===== src/hdl/bw_monitor_regs.vh =====
`ifndef BW_MONITOR_REGS_VH
`define BW_MONITOR_REGS_VH

// Instance count, at most 65536 per monitor type
`define NUM_INST 4
`define INST_IDX_W 2

// Register byte offsets
`define OFS_INSTANCE_INDEX 8'h00
`define OFS_BW_ID 8'h04
`define OFS_FEAT_ID 8'h08
`define OFS_LOCAL_TRIG 8'h0C
`define OFS_BW_CTL 8'h10
`define OFS_BW_FLT 8'h14
`define OFS_COUNT 8'h18
`define OFS_SNAP 8'h1C
`define OFS_LONG_LO 8'h20
`define OFS_LONG_HI 8'h24
`define OFS_LSNAP_LO 8'h28
`define OFS_LSNAP_HI 8'h2C

// monitor_select_reg fields
`define SEL_IDX_LSB 0
`define SEL_IDX_MSB 15
`define SEL_RIS_LSB 24
`define SEL_RIS_MSB 27
`define TOP_LEVEL_RIS 4'h0

// bw_monitor_control fields
`define CTL_CAPT_LSB 8
`define CTL_CAPT_MSB 11
`define CTL_SCALE_ENABLE_BIT 12
`define CTL_LNKG_LSB 16
`define CTL_LNKG_MSB 19
`define CTL_CLR_ON_CAPT_BIT 24
`define CTL_EN_BIT 31
`define CTL_WMASK 32'h810F1F00

// bw_monitor_filter fields
`define FLT_PARTITION_ID_LSB 0
`define FLT_PARTITION_ID_MSB 15
`define FLT_PMG_LSB 16
`define FLT_PMG_MSB 23
`define FLT_RD_BIT 30
`define FLT_WR_BIT 31

// Scale shift, long count width and identification values
`define SCALE_SHIFT 3
`define LONG_W 44
`define ID_VALUE 32'hC0000003
`define FEAT_VALUE 32'h00000001

// Event numbering: 0 none, 1..7 external, 8 local trigger
`define NUM_EXT_EVT 7
`define LOCAL_EVT_NUM 8
`define LOCAL_TRIG_FIRE 32'h00000001

`endif


===== src/hdl/bandwidth_usage_monitor.v =====
// Function
// - Instance count is a parameter-free constant, never above 65536.
// - Filtering uses the partition ID carried by the request itself.
// - Instance index in select register routes all monitor register accesses.
// - Resource selector must be 0 to reach these top-level monitors.
// - Enabled monitors add payload bytes of matching reads and writes.
// - Filter holds read/write match, partition ID and monitoring group.
// - Long 44-bit count register per instance, with not-ready flag.
// - Capture event copies count to snapshot, optionally clears count.
// - Long and capture both supported, so long snapshot exists.
// - Writing filter or control sets the not-ready flag.
// - Each capture event clears the not-ready flag; a same-cycle write to its registers, except long count low, overrides it.
// - Snapshot takes the not-ready flag before capture clears it.
// - Capture source field in control selects the event source.
// - Local trigger present; writing fire value emits local event.
// - Nonzero overflow link field signals that event on count overflow.
// - Scale enable 0 counts bytes, 1 counts scaled bytes in the short count; the long count always counts bytes.
// - Scaled count is byte count shifted right by fixed scale.
// - Short count value field is always 31 bits.
// - Software count write loads value and not-ready flag, anytime.
// - Disabled monitor never counts, but its capture event still updates snapshot, not-ready flag and, with clear, the count.
// - Config changes keep the count value.
//
// The APB slave port and the register addresses are this design's own decisions.
`timescale 1ns/100ps
`include "bw_monitor_regs.vh"

module bandwidth_usage_monitor (
  input wire I_CLK,
  input wire I_RESETN,
  input wire I_PSEL,
  input wire I_PENABLE,
  input wire I_PWRITE,
  input wire [7:0] I_PADDR,
  input wire [31:0] I_PWDATA,
  output reg [31:0] O_PRDATA,
  output reg O_PREADY,
  output reg O_PSLVERR,
  input wire I_XFER_VALID,
  input wire I_XFER_WRITE,
  input wire [15:0] I_XFER_REQ_PARTITION_ID,
  input wire [7:0] I_XFER_PMG,
  input wire [7:0] I_XFER_BYTES,
  input wire [6:0] I_CAPT_EVENT,
  output reg [15:0] O_LINK_EVENT
);

  ////////////////////////////////////////////////////////////////////////////
  // Decoding helpers

  function is_mapped;
    input [7:0] a;
    begin
      is_mapped = (a[1:0] == 2'b00) && (a <= `OFS_LSNAP_HI);
    end
  endfunction

  function is_inst_reg;
    input [7:0] a;
    begin
      is_inst_reg = (a >= `OFS_BW_CTL) && (a <= `OFS_LSNAP_HI);
    end
  endfunction

  ////////////////////////////////////////////////////////////////////////////
  // Storage

  reg [15:0] sel_idx;
  reg [3:0] sel_ris;
  reg [31:0] ctl [0:`NUM_INST-1];
  reg [31:0] flt [0:`NUM_INST-1];
  reg [30:0] cnt [0:`NUM_INST-1];
  reg not_ready_flag [0:`NUM_INST-1];
  reg [`SCALE_SHIFT-1:0] frac [0:`NUM_INST-1];
  reg [`LONG_W-1:0] lcnt [0:`NUM_INST-1];
  reg [31:0] snap [0:`NUM_INST-1];
  reg [`LONG_W:0] lsnap [0:`NUM_INST-1];
  reg local_evt;

  wire bus_commit;
  wire bus_wr;
  wire sel_ok;
  wire [`INST_IDX_W-1:0] idx;
  wire [15:0] evt_vec;
  wire [15:0] link_acc [0:`NUM_INST];
  reg [31:0] rd_mux;

  ////////////////////////////////////////////////////////////////////////////
  // APB slave: two-cycle access phase, data and error registered

  // Write lands at the edge where the master sees pready high
  assign bus_commit = I_PSEL & I_PENABLE & O_PREADY;
  assign bus_wr = bus_commit & I_PWRITE & is_mapped(I_PADDR);

  // Unreachable selections read zero and drop writes
  assign sel_ok = (sel_ris == `TOP_LEVEL_RIS) && (sel_idx < `NUM_INST);
  assign idx = sel_idx[`INST_IDX_W-1:0];

  always @* begin
    rd_mux = 32'h00000000;
    case (I_PADDR)
      `OFS_INSTANCE_INDEX: rd_mux = {4'h0, sel_ris, 8'h00, sel_idx};
      `OFS_BW_ID: rd_mux = `ID_VALUE;
      `OFS_FEAT_ID: rd_mux = `FEAT_VALUE;
      default: begin
        if (sel_ok) begin
          case (I_PADDR)
            `OFS_BW_CTL: rd_mux = ctl[idx];
            `OFS_BW_FLT: rd_mux = flt[idx];
            `OFS_COUNT: rd_mux = {not_ready_flag[idx], cnt[idx]};
            `OFS_SNAP: rd_mux = snap[idx];
            `OFS_LONG_LO: rd_mux = lcnt[idx][31:0];
            `OFS_LONG_HI: rd_mux = {not_ready_flag[idx], 19'h00000, lcnt[idx][`LONG_W-1:32]};
            `OFS_LSNAP_LO: rd_mux = lsnap[idx][31:0];
            `OFS_LSNAP_HI: rd_mux = {lsnap[idx][`LONG_W], 19'h00000,
                                     lsnap[idx][`LONG_W-1:32]};
            default: rd_mux = 32'h00000000;
          endcase
        end
      end
    endcase
  end

  always @(posedge I_CLK or negedge I_RESETN) begin
    if (!I_RESETN) begin
      O_PREADY <= 1'b0;
      O_PRDATA <= 32'h00000000;
      O_PSLVERR <= 1'b0;
    end else if (I_PSEL & I_PENABLE & ~O_PREADY) begin
      O_PREADY <= 1'b1;
      O_PRDATA <= I_PWRITE ? 32'h00000000 : rd_mux;
      O_PSLVERR <= ~is_mapped(I_PADDR);
    end else begin
      O_PREADY <= 1'b0;
      O_PRDATA <= 32'h00000000;
      O_PSLVERR <= 1'b0;
    end
  end

  ////////////////////////////////////////////////////////////////////////////
  // Select register and local trigger

  always @(posedge I_CLK or negedge I_RESETN) begin
    if (!I_RESETN) begin
      sel_idx <= 16'h0000;
      sel_ris <= 4'h0;
      local_evt <= 1'b0;
    end else begin
      local_evt <= 1'b0;
      if (bus_wr && I_PADDR == `OFS_INSTANCE_INDEX) begin
        sel_idx <= I_PWDATA[`SEL_IDX_MSB:`SEL_IDX_LSB];
        sel_ris <= I_PWDATA[`SEL_RIS_MSB:`SEL_RIS_LSB];
      end
      if (bus_wr && I_PADDR == `OFS_LOCAL_TRIG && I_PWDATA == `LOCAL_TRIG_FIRE) begin
        local_evt <= 1'b1;
      end
    end
  end

  // Linked overflow events reach capture logic one cycle later
  assign evt_vec = O_LINK_EVENT |
                   {7'h00, local_evt, I_CAPT_EVENT, 1'b0};

  always @(posedge I_CLK or negedge I_RESETN) begin
    if (!I_RESETN) begin
      O_LINK_EVENT <= 16'h0000;
    end else begin
      O_LINK_EVENT <= link_acc[`NUM_INST];
    end
  end

  assign link_acc[0] = 16'h0000;

  ////////////////////////////////////////////////////////////////////////////
  // Per-instance counting, capture and register writes

  genvar g;
  generate
    for (g = 0; g < `NUM_INST; g = g + 1) begin : inst
      wire here;
      wire match;
      wire count_on;
      wire capture;
      wire scaled;
      wire [3:0] lnkg;
      wire [`SCALE_SHIFT+8:0] scale_sum;
      wire [31:0] short_inc;
      wire [31:0] short_sum;
      wire [`LONG_W:0] long_sum;
      wire ovfl;
      wire [15:0] own_link;

      assign here = sel_ok && (idx == g);
      // Request partition ID, never a narrowed one
      assign match = I_XFER_VALID &&
                     (I_XFER_WRITE ? flt[g][`FLT_WR_BIT] : flt[g][`FLT_RD_BIT]) &&
                     (I_XFER_REQ_PARTITION_ID == flt[g][`FLT_PARTITION_ID_MSB:`FLT_PARTITION_ID_LSB]) &&
                     (I_XFER_PMG == flt[g][`FLT_PMG_MSB:`FLT_PMG_LSB]);
      assign count_on = match & ctl[g][`CTL_EN_BIT];
      assign capture = evt_vec[ctl[g][`CTL_CAPT_MSB:`CTL_CAPT_LSB]];
      assign scaled = ctl[g][`CTL_SCALE_ENABLE_BIT];
      assign lnkg = ctl[g][`CTL_LNKG_MSB:`CTL_LNKG_LSB];

      // Residue keeps sub-unit bytes so scaling never loses them
      assign scale_sum = {1'b0, I_XFER_BYTES} + {9'h000, frac[g]};
      assign short_inc = scaled ?
                         {{(32 - 9){1'b0}}, scale_sum[`SCALE_SHIFT+8:`SCALE_SHIFT]} :
                         {24'h000000, I_XFER_BYTES};
      assign short_sum = {1'b0, cnt[g]} + short_inc;
      assign long_sum = {1'b0, lcnt[g]} + {{(`LONG_W - 7){1'b0}}, I_XFER_BYTES};
      assign ovfl = count_on & (short_sum[31] | long_sum[`LONG_W]);
      assign own_link = (ovfl && lnkg != 4'h0) ? (16'h0001 << lnkg) : 16'h0000;
      assign link_acc[g+1] = link_acc[g] | own_link;

      always @(posedge I_CLK or negedge I_RESETN) begin
        if (!I_RESETN) begin
          ctl[g] <= 32'h00000000;
          flt[g] <= 32'h00000000;
          cnt[g] <= 31'h00000000;
          not_ready_flag[g] <= 1'b0;
          frac[g] <= {`SCALE_SHIFT{1'b0}};
          lcnt[g] <= {`LONG_W{1'b0}};
          snap[g] <= 32'h00000000;
          lsnap[g] <= {(`LONG_W + 1){1'b0}};
        end else begin
          if (count_on) begin
            cnt[g] <= short_sum[30:0];
            lcnt[g] <= long_sum[`LONG_W-1:0]; // Long count is never scaled
            if (scaled) begin
              frac[g] <= scale_sum[`SCALE_SHIFT-1:0];
            end
          end
          if (capture) begin
            snap[g] <= {not_ready_flag[g], cnt[g]};
            lsnap[g] <= {not_ready_flag[g], lcnt[g]};
            not_ready_flag[g] <= 1'b0;
            if (ctl[g][`CTL_CLR_ON_CAPT_BIT]) begin
              cnt[g] <= 31'h00000000;
              lcnt[g] <= {`LONG_W{1'b0}};
              frac[g] <= {`SCALE_SHIFT{1'b0}};
            end
          end
          if (bus_wr && here && is_inst_reg(I_PADDR)) begin
            case (I_PADDR)
              `OFS_BW_CTL: begin
                ctl[g] <= I_PWDATA & `CTL_WMASK;
                not_ready_flag[g] <= 1'b1;
              end
              `OFS_BW_FLT: begin
                flt[g] <= I_PWDATA;
                not_ready_flag[g] <= 1'b1;
              end
              `OFS_COUNT: begin
                cnt[g] <= I_PWDATA[30:0];
                not_ready_flag[g] <= I_PWDATA[31];
              end
              `OFS_LONG_LO: begin
                lcnt[g][31:0] <= I_PWDATA;
              end
              `OFS_LONG_HI: begin
                lcnt[g][`LONG_W-1:32] <= I_PWDATA[`LONG_W-33:0];
                not_ready_flag[g] <= I_PWDATA[31];
              end
              default: begin
                not_ready_flag[g] <= not_ready_flag[g];
              end
            endcase
          end
        end
      end
    end
  endgenerate

endmodule


===== config.mk =====
export PLATFORM = sky130hd
export DESIGN_NAME = bandwidth_usage_monitor
export DESIGN_NICKNAME = d
export VERILOG_FILES = /design/src/hdl/bandwidth_usage_monitor.v
export VERILOG_INCLUDE_DIRS = /design/src /design/src/hdl
export SDC_FILE = /design/constraint.sdc
export NUM_CORES = 2
export LEC_CHECK = 0
export BUFFER_PORTS_ARGS = -buffer_cell sky130_fd_sc_hd__buf_2
export CORE_ASPECT_RATIO = 0.6
export CORE_UTILIZATION = 55
export CTS_CLUSTER_SIZE = 16
export DETAILED_ROUTE_END_ITERATION = 7
export HOLD_SLACK_MARGIN = 0.06
export MAX_ROUTING_LAYER = met4
export PLACE_DENSITY = 0.72
export SLEW_MARGIN = 20
export SYNTH_ARGS = -nofsm -noshare
export SYNTH_HDL_FRONTEND = slang
export SYNTH_SLANG_ARGS = --single-unit

===== constraint.sdc =====
create_clock -name I_CLK -period 4.5 [get_ports I_CLK]
set_clock_uncertainty 0.15 [all_clocks]
set_input_delay 0.45 -clock I_CLK [delete_from_list [all_inputs] [get_ports I_CLK]]
set_output_delay 0.45 -clock I_CLK [all_outputs]
set_load 0.05 [all_outputs]

==> summary.md <==
| Metric | Value |
|---|---|
| Tot Pwr | `16.0 mW` |
| Syn-to-layout area delta | `12.2%` |
| Hold depth | `4` |
| DR vias | `39600` |
| Setup CP Type | `flop to flop` |
| Final ANT Viol Nets | `0` |
| Crit path max-delay family | `compound AO/OA/AOI/OAI gates` |
| Cell variety after synth | `84` |
| Post-synth EDFFs | `0` |
| Final period util | `94.7%` |
| Hold Crit Start | `I_XFER_BYTES[0]` |
| Core Rows | `83` |
| Worst R2R Start | `frac[9]` |
| Starting Density | `56.1%` |
| Failing checks | `DRC` |
| Met2 routed wirelength | `69100 um` |
| Pleak | `23.7 nW` |
| Util after Layout | `63.0%` |
| Top Ports | `136` |
| Total GRT Usage | `42.4%` |
| Initial drt markers | `5441` |
| Worst slew margin | `22.1%` |
| CP Max Fanout | `8` |
| P_int | `12.1 mW` |
| Commonest cells post-synth | `dfrtp_1 (863), mux2_2 (502), nand2_1 (396)` |
| Sequential share of the synthesized area | `44.6%` |
| Reg2Reg Capture Point | `cnt[117]` |
| Hold Fails Final Rpt | `0` |
| H-tree Lvls | `3` |
| Ys flop type | `dfrtp_1` |
| First-pass GRT wire length | `264000 um` |
| GPL Wtd Cong | `1.09` |
| # placed instances | `5490` |
| Die height | `232 um` |
| Count leader, synth | `dfrtp_1` |
| CP Capture Type | `flop` |
| Top cell type's share of synthesized area | `44.6%` |
| Post-Route WL | `182000 um` |
| Final worst setup slack | `0.239 ns` |
| Largest net degree at the start of global routing | `113` |
| CTS tree | `built` |
| Synth Cell Area | `48400 um^2` |
| Routed wl met3 | `34000 um` |
| Sw frac | `24.4%` |
| CTS sink count | `863` |
| Pre-CTS setup slack | `-0.166 ns` |
| Number of global-route vias before repair | `37800` |
| Register area | `21600 um^2` |
| Clock Tree Root | `clkbuf_16` |
| Worst hold path type | `input pin to flop` |
| Status | `finished with violations` |
| TritonCTS buffer count | `83` |
| Worst slew pin tran | `1.17 ns` |
| Final slew viol count | `0` |
| Clock insertion delay at the later pin of the skew report | `0.71 ns` |
| Worst path arrival time | `4.64 ns` |
| Sw power | `3.89 mW` |
| Post-detailed-route wirelength per cell | `32.1 um` |
| Peak supply drop | `0.000242 V` |
| Ys async rst share | `100%` |
| Layout cells sized above 1 | `27.9%` |
| DIE AREA | `89300 um^2` |
| Max frequency | `235 MHz` |
| Total grt overflow | `0` |
| Worst endpoint required time | `4.88 ns` |
| Initial antenna violation count | `11` |
| Vias per cell | `6.99` |
| Final min period | `4.26 ns` |
| Synth area leaders | `dfrtp_1 (45%), mux2_2 (12%), mux4_2 (9.8%)` |
| Routed length on met1 | `73100 um` |
| Comb power frac | `5.2%` |
| Endpoint, Worst Hold | `frac[3]` |
| Setup TNS | `0 ns` |
| Drt first pass iters | `8` |
| Yosys top cell by area | `dfrtp_1` |
| Critical path launch point type | `flop` |
| Worst Path Buf+Inv | `3` |
| WHS | `0.0980 ns` |
| # DRC | `4` |
| Gate Count Post-Synth | `4297` |
| Clock network power share | `46.3%` |
| YS warnings | `0` |
| Area of the core | `86300 um^2` |
| Clk slew on worst S/H paths | `0.07 ns` |
| Clock Path Buffers | `3` |
| Crit-path cells | `ha_1 > fa_1 > a21oi_2 > buf_4 > nor2_1 > xnor2_1 > a21oi_1 > inv_1 > fa_1 > nor2b_1 > o31a_1 > o31ai_1 > a2111oi_2 > buf_4 > nand3_1 > nor2_1 > xnor2_1 > o21ai_0` |
| Multi-input gate area | `25700 um^2` |
| Port bufs | `135` |
| Post-DP HPWL | `132000 um` |
| Number of max-cap violations | `0` |
| Avg Inst Size Synth | `11.3 um^2` |
| Uppermost routed layer | `met4` |
| Critical path's largest stage delay | `0.44 ns` |
| Fin area | `54300 um^2` |
| Fin nets | `4617` |
| Die width | `385 um` |
| Final setup viols | `0` |
| Fillers | `6721` |
| Pwr Density | `294 nW/um^2` |
| CP max-delay cell | `fa_1` |
| Post-Layout Cell Count | `5665` |
| Syn Nets | `4471` |
| Flop pwr share | `48.5%` |
| R2R depth | `18` |
| Flop-to-flop setup slack | `0.24 ns` |
| Seq cells post-synth | `863` |
| Placement-stage cell area | `51300 um^2` |
sequential cells by signal, summed over array words and instances, names as in the netlist:
| signal | cells |
|---|---|
| lcnt | 176 |
| lsnap | 176 |
| flt | 128 |
| snap | 128 |
| cnt | 124 |
| ctl | 44 |
| O_PRDATA | 32 |
| O_LINK_EVENT | 16 |
| sel_idx | 16 |
| frac | 12 |
| not_ready_flag | 4 |
| sel_ris | 4 |
| O_PREADY | 1 |
| O_PSLVERR | 1 |
| local_evt | 1 |
cells in the final DEF (no fill, tap or decap), types with 21 or more instances in the layout:
| master | netlist | final |
|---|---|---|
| a21o_1 | 26 | 26 |
| a21oi_1 | 111 | 108 |
| a22oi_1 | 80 | 80 |
| a31oi_1 | 33 | 31 |
| and3_1 | 52 | 52 |
| buf_12 | 0 | 21 |
| buf_2 | 14 | 134 |
| buf_4 | 0 | 172 |
| clkbuf_16 | 0 | 86 |
| dfrtp_1 | 863 | 861 |
| ha_1 | 76 | 76 |
| inv_1 | 52 | 52 |
| mux2_2 | 502 | 502 |
| mux2i_1 | 38 | 38 |
| mux4_2 | 210 | 209 |
| nand2_1 | 396 | 396 |
| nand2b_1 | 21 | 21 |
| nand3_1 | 127 | 126 |
| nand4_1 | 74 | 74 |
| nor2_1 | 220 | 207 |
| nor2b_1 | 27 | 27 |
| nor3_1 | 62 | 57 |
| nor4_1 | 49 | 47 |
| o21ai_0 | 226 | 220 |
| o22ai_1 | 81 | 81 |
| o31ai_1 | 42 | 42 |
| xnor2_1 | 185 | 185 |
| xor2_1 | 198 | 198 |
cells by family after synthesis:
kind of cell / synth area share [%]
and+or+nand+nor: 11.8
DFF: 44.6
muxes: 22.3
AOI/OAI and AO/OA: 9.24
xor gates and xnor gates: 6.93
buffers and inverters: 2.65
adders and majority gates: 2.46
other: 0.00774
power groups by stage:
| stage | registers (mW) | logic, mW | clock network (mW) |
|---|---|---|---|
| final | 7.76 | 0.829 | 7.40 |
| after global routing | 7.75 | 0.866 | 7.71 |
| after CTS | 7.76 | 0.801 | 7.40 |
| after detailed placement | 7.91 | 0.789 | 0 |
| after global placement | 7.91 | 0.782 | 0 |
| after floorplan | 7.91 | 0.295 | 0 |
worst min-delay path, delay by kind of cell:
family | cells | cell delay, ns
compound gates | 1 | 0.14
fa+ha+maj | 1 | 0.13
buf+inv | 1 | 0.12
simple gates | 1 | 0.07
worst max path at each step:
stage / from / end / slack [ns] / cells past startpoint
2_1_floorplan: I_XFER_BYTES[0] / cnt[117] / 0.54 / 16
6_report: frac[9] / cnt[117] / 0.24 / 18
5_1_grt: frac[3] / O_LINK_EVENT[5] / -0.05 / 16
3_5_place_dp: I_XFER_BYTES[1] / O_LINK_EVENT[12] / -0.17 / 18
4_1_cts: frac[3] / O_LINK_EVENT[7] / 0.07 / 15
3_3_place_gp: I_XFER_BYTES[0] / O_LINK_EVENT[7] / -0.12 / 16
what timing repair did:
action                                  in CTS  in global routing
endpoints found under the setup margin       0                 24
setup buffers                                0                  2
hold buffers                                13                  0
resized for setup                            0                  7
endpoints found under the hold margin       86                  0
layout make-up:
| type | count | area share, % |
|---|---|---|
| well taps | 1147 | 2.64 |
| flip-flops and latches | 863 | 39.8 |
| diodes | 11 | 0.0506 |
| inverters | 52 | 0.359 |
| repair buffers | 341 | 4.65 |
| multi-input cells | 3102 | 47.4 |
| clock inverters | 32 | 0.645 |
| clock buffers | 117 | 4.52 |
layer usage:
metal	vias to the layer above	GRT usage, %
met5	-	-
met4	0	12.4
met3	377	23.1
met2	2902	51.3
met1	20200	59.3
li1	16100	-
(Power assumes the default switching activity.)
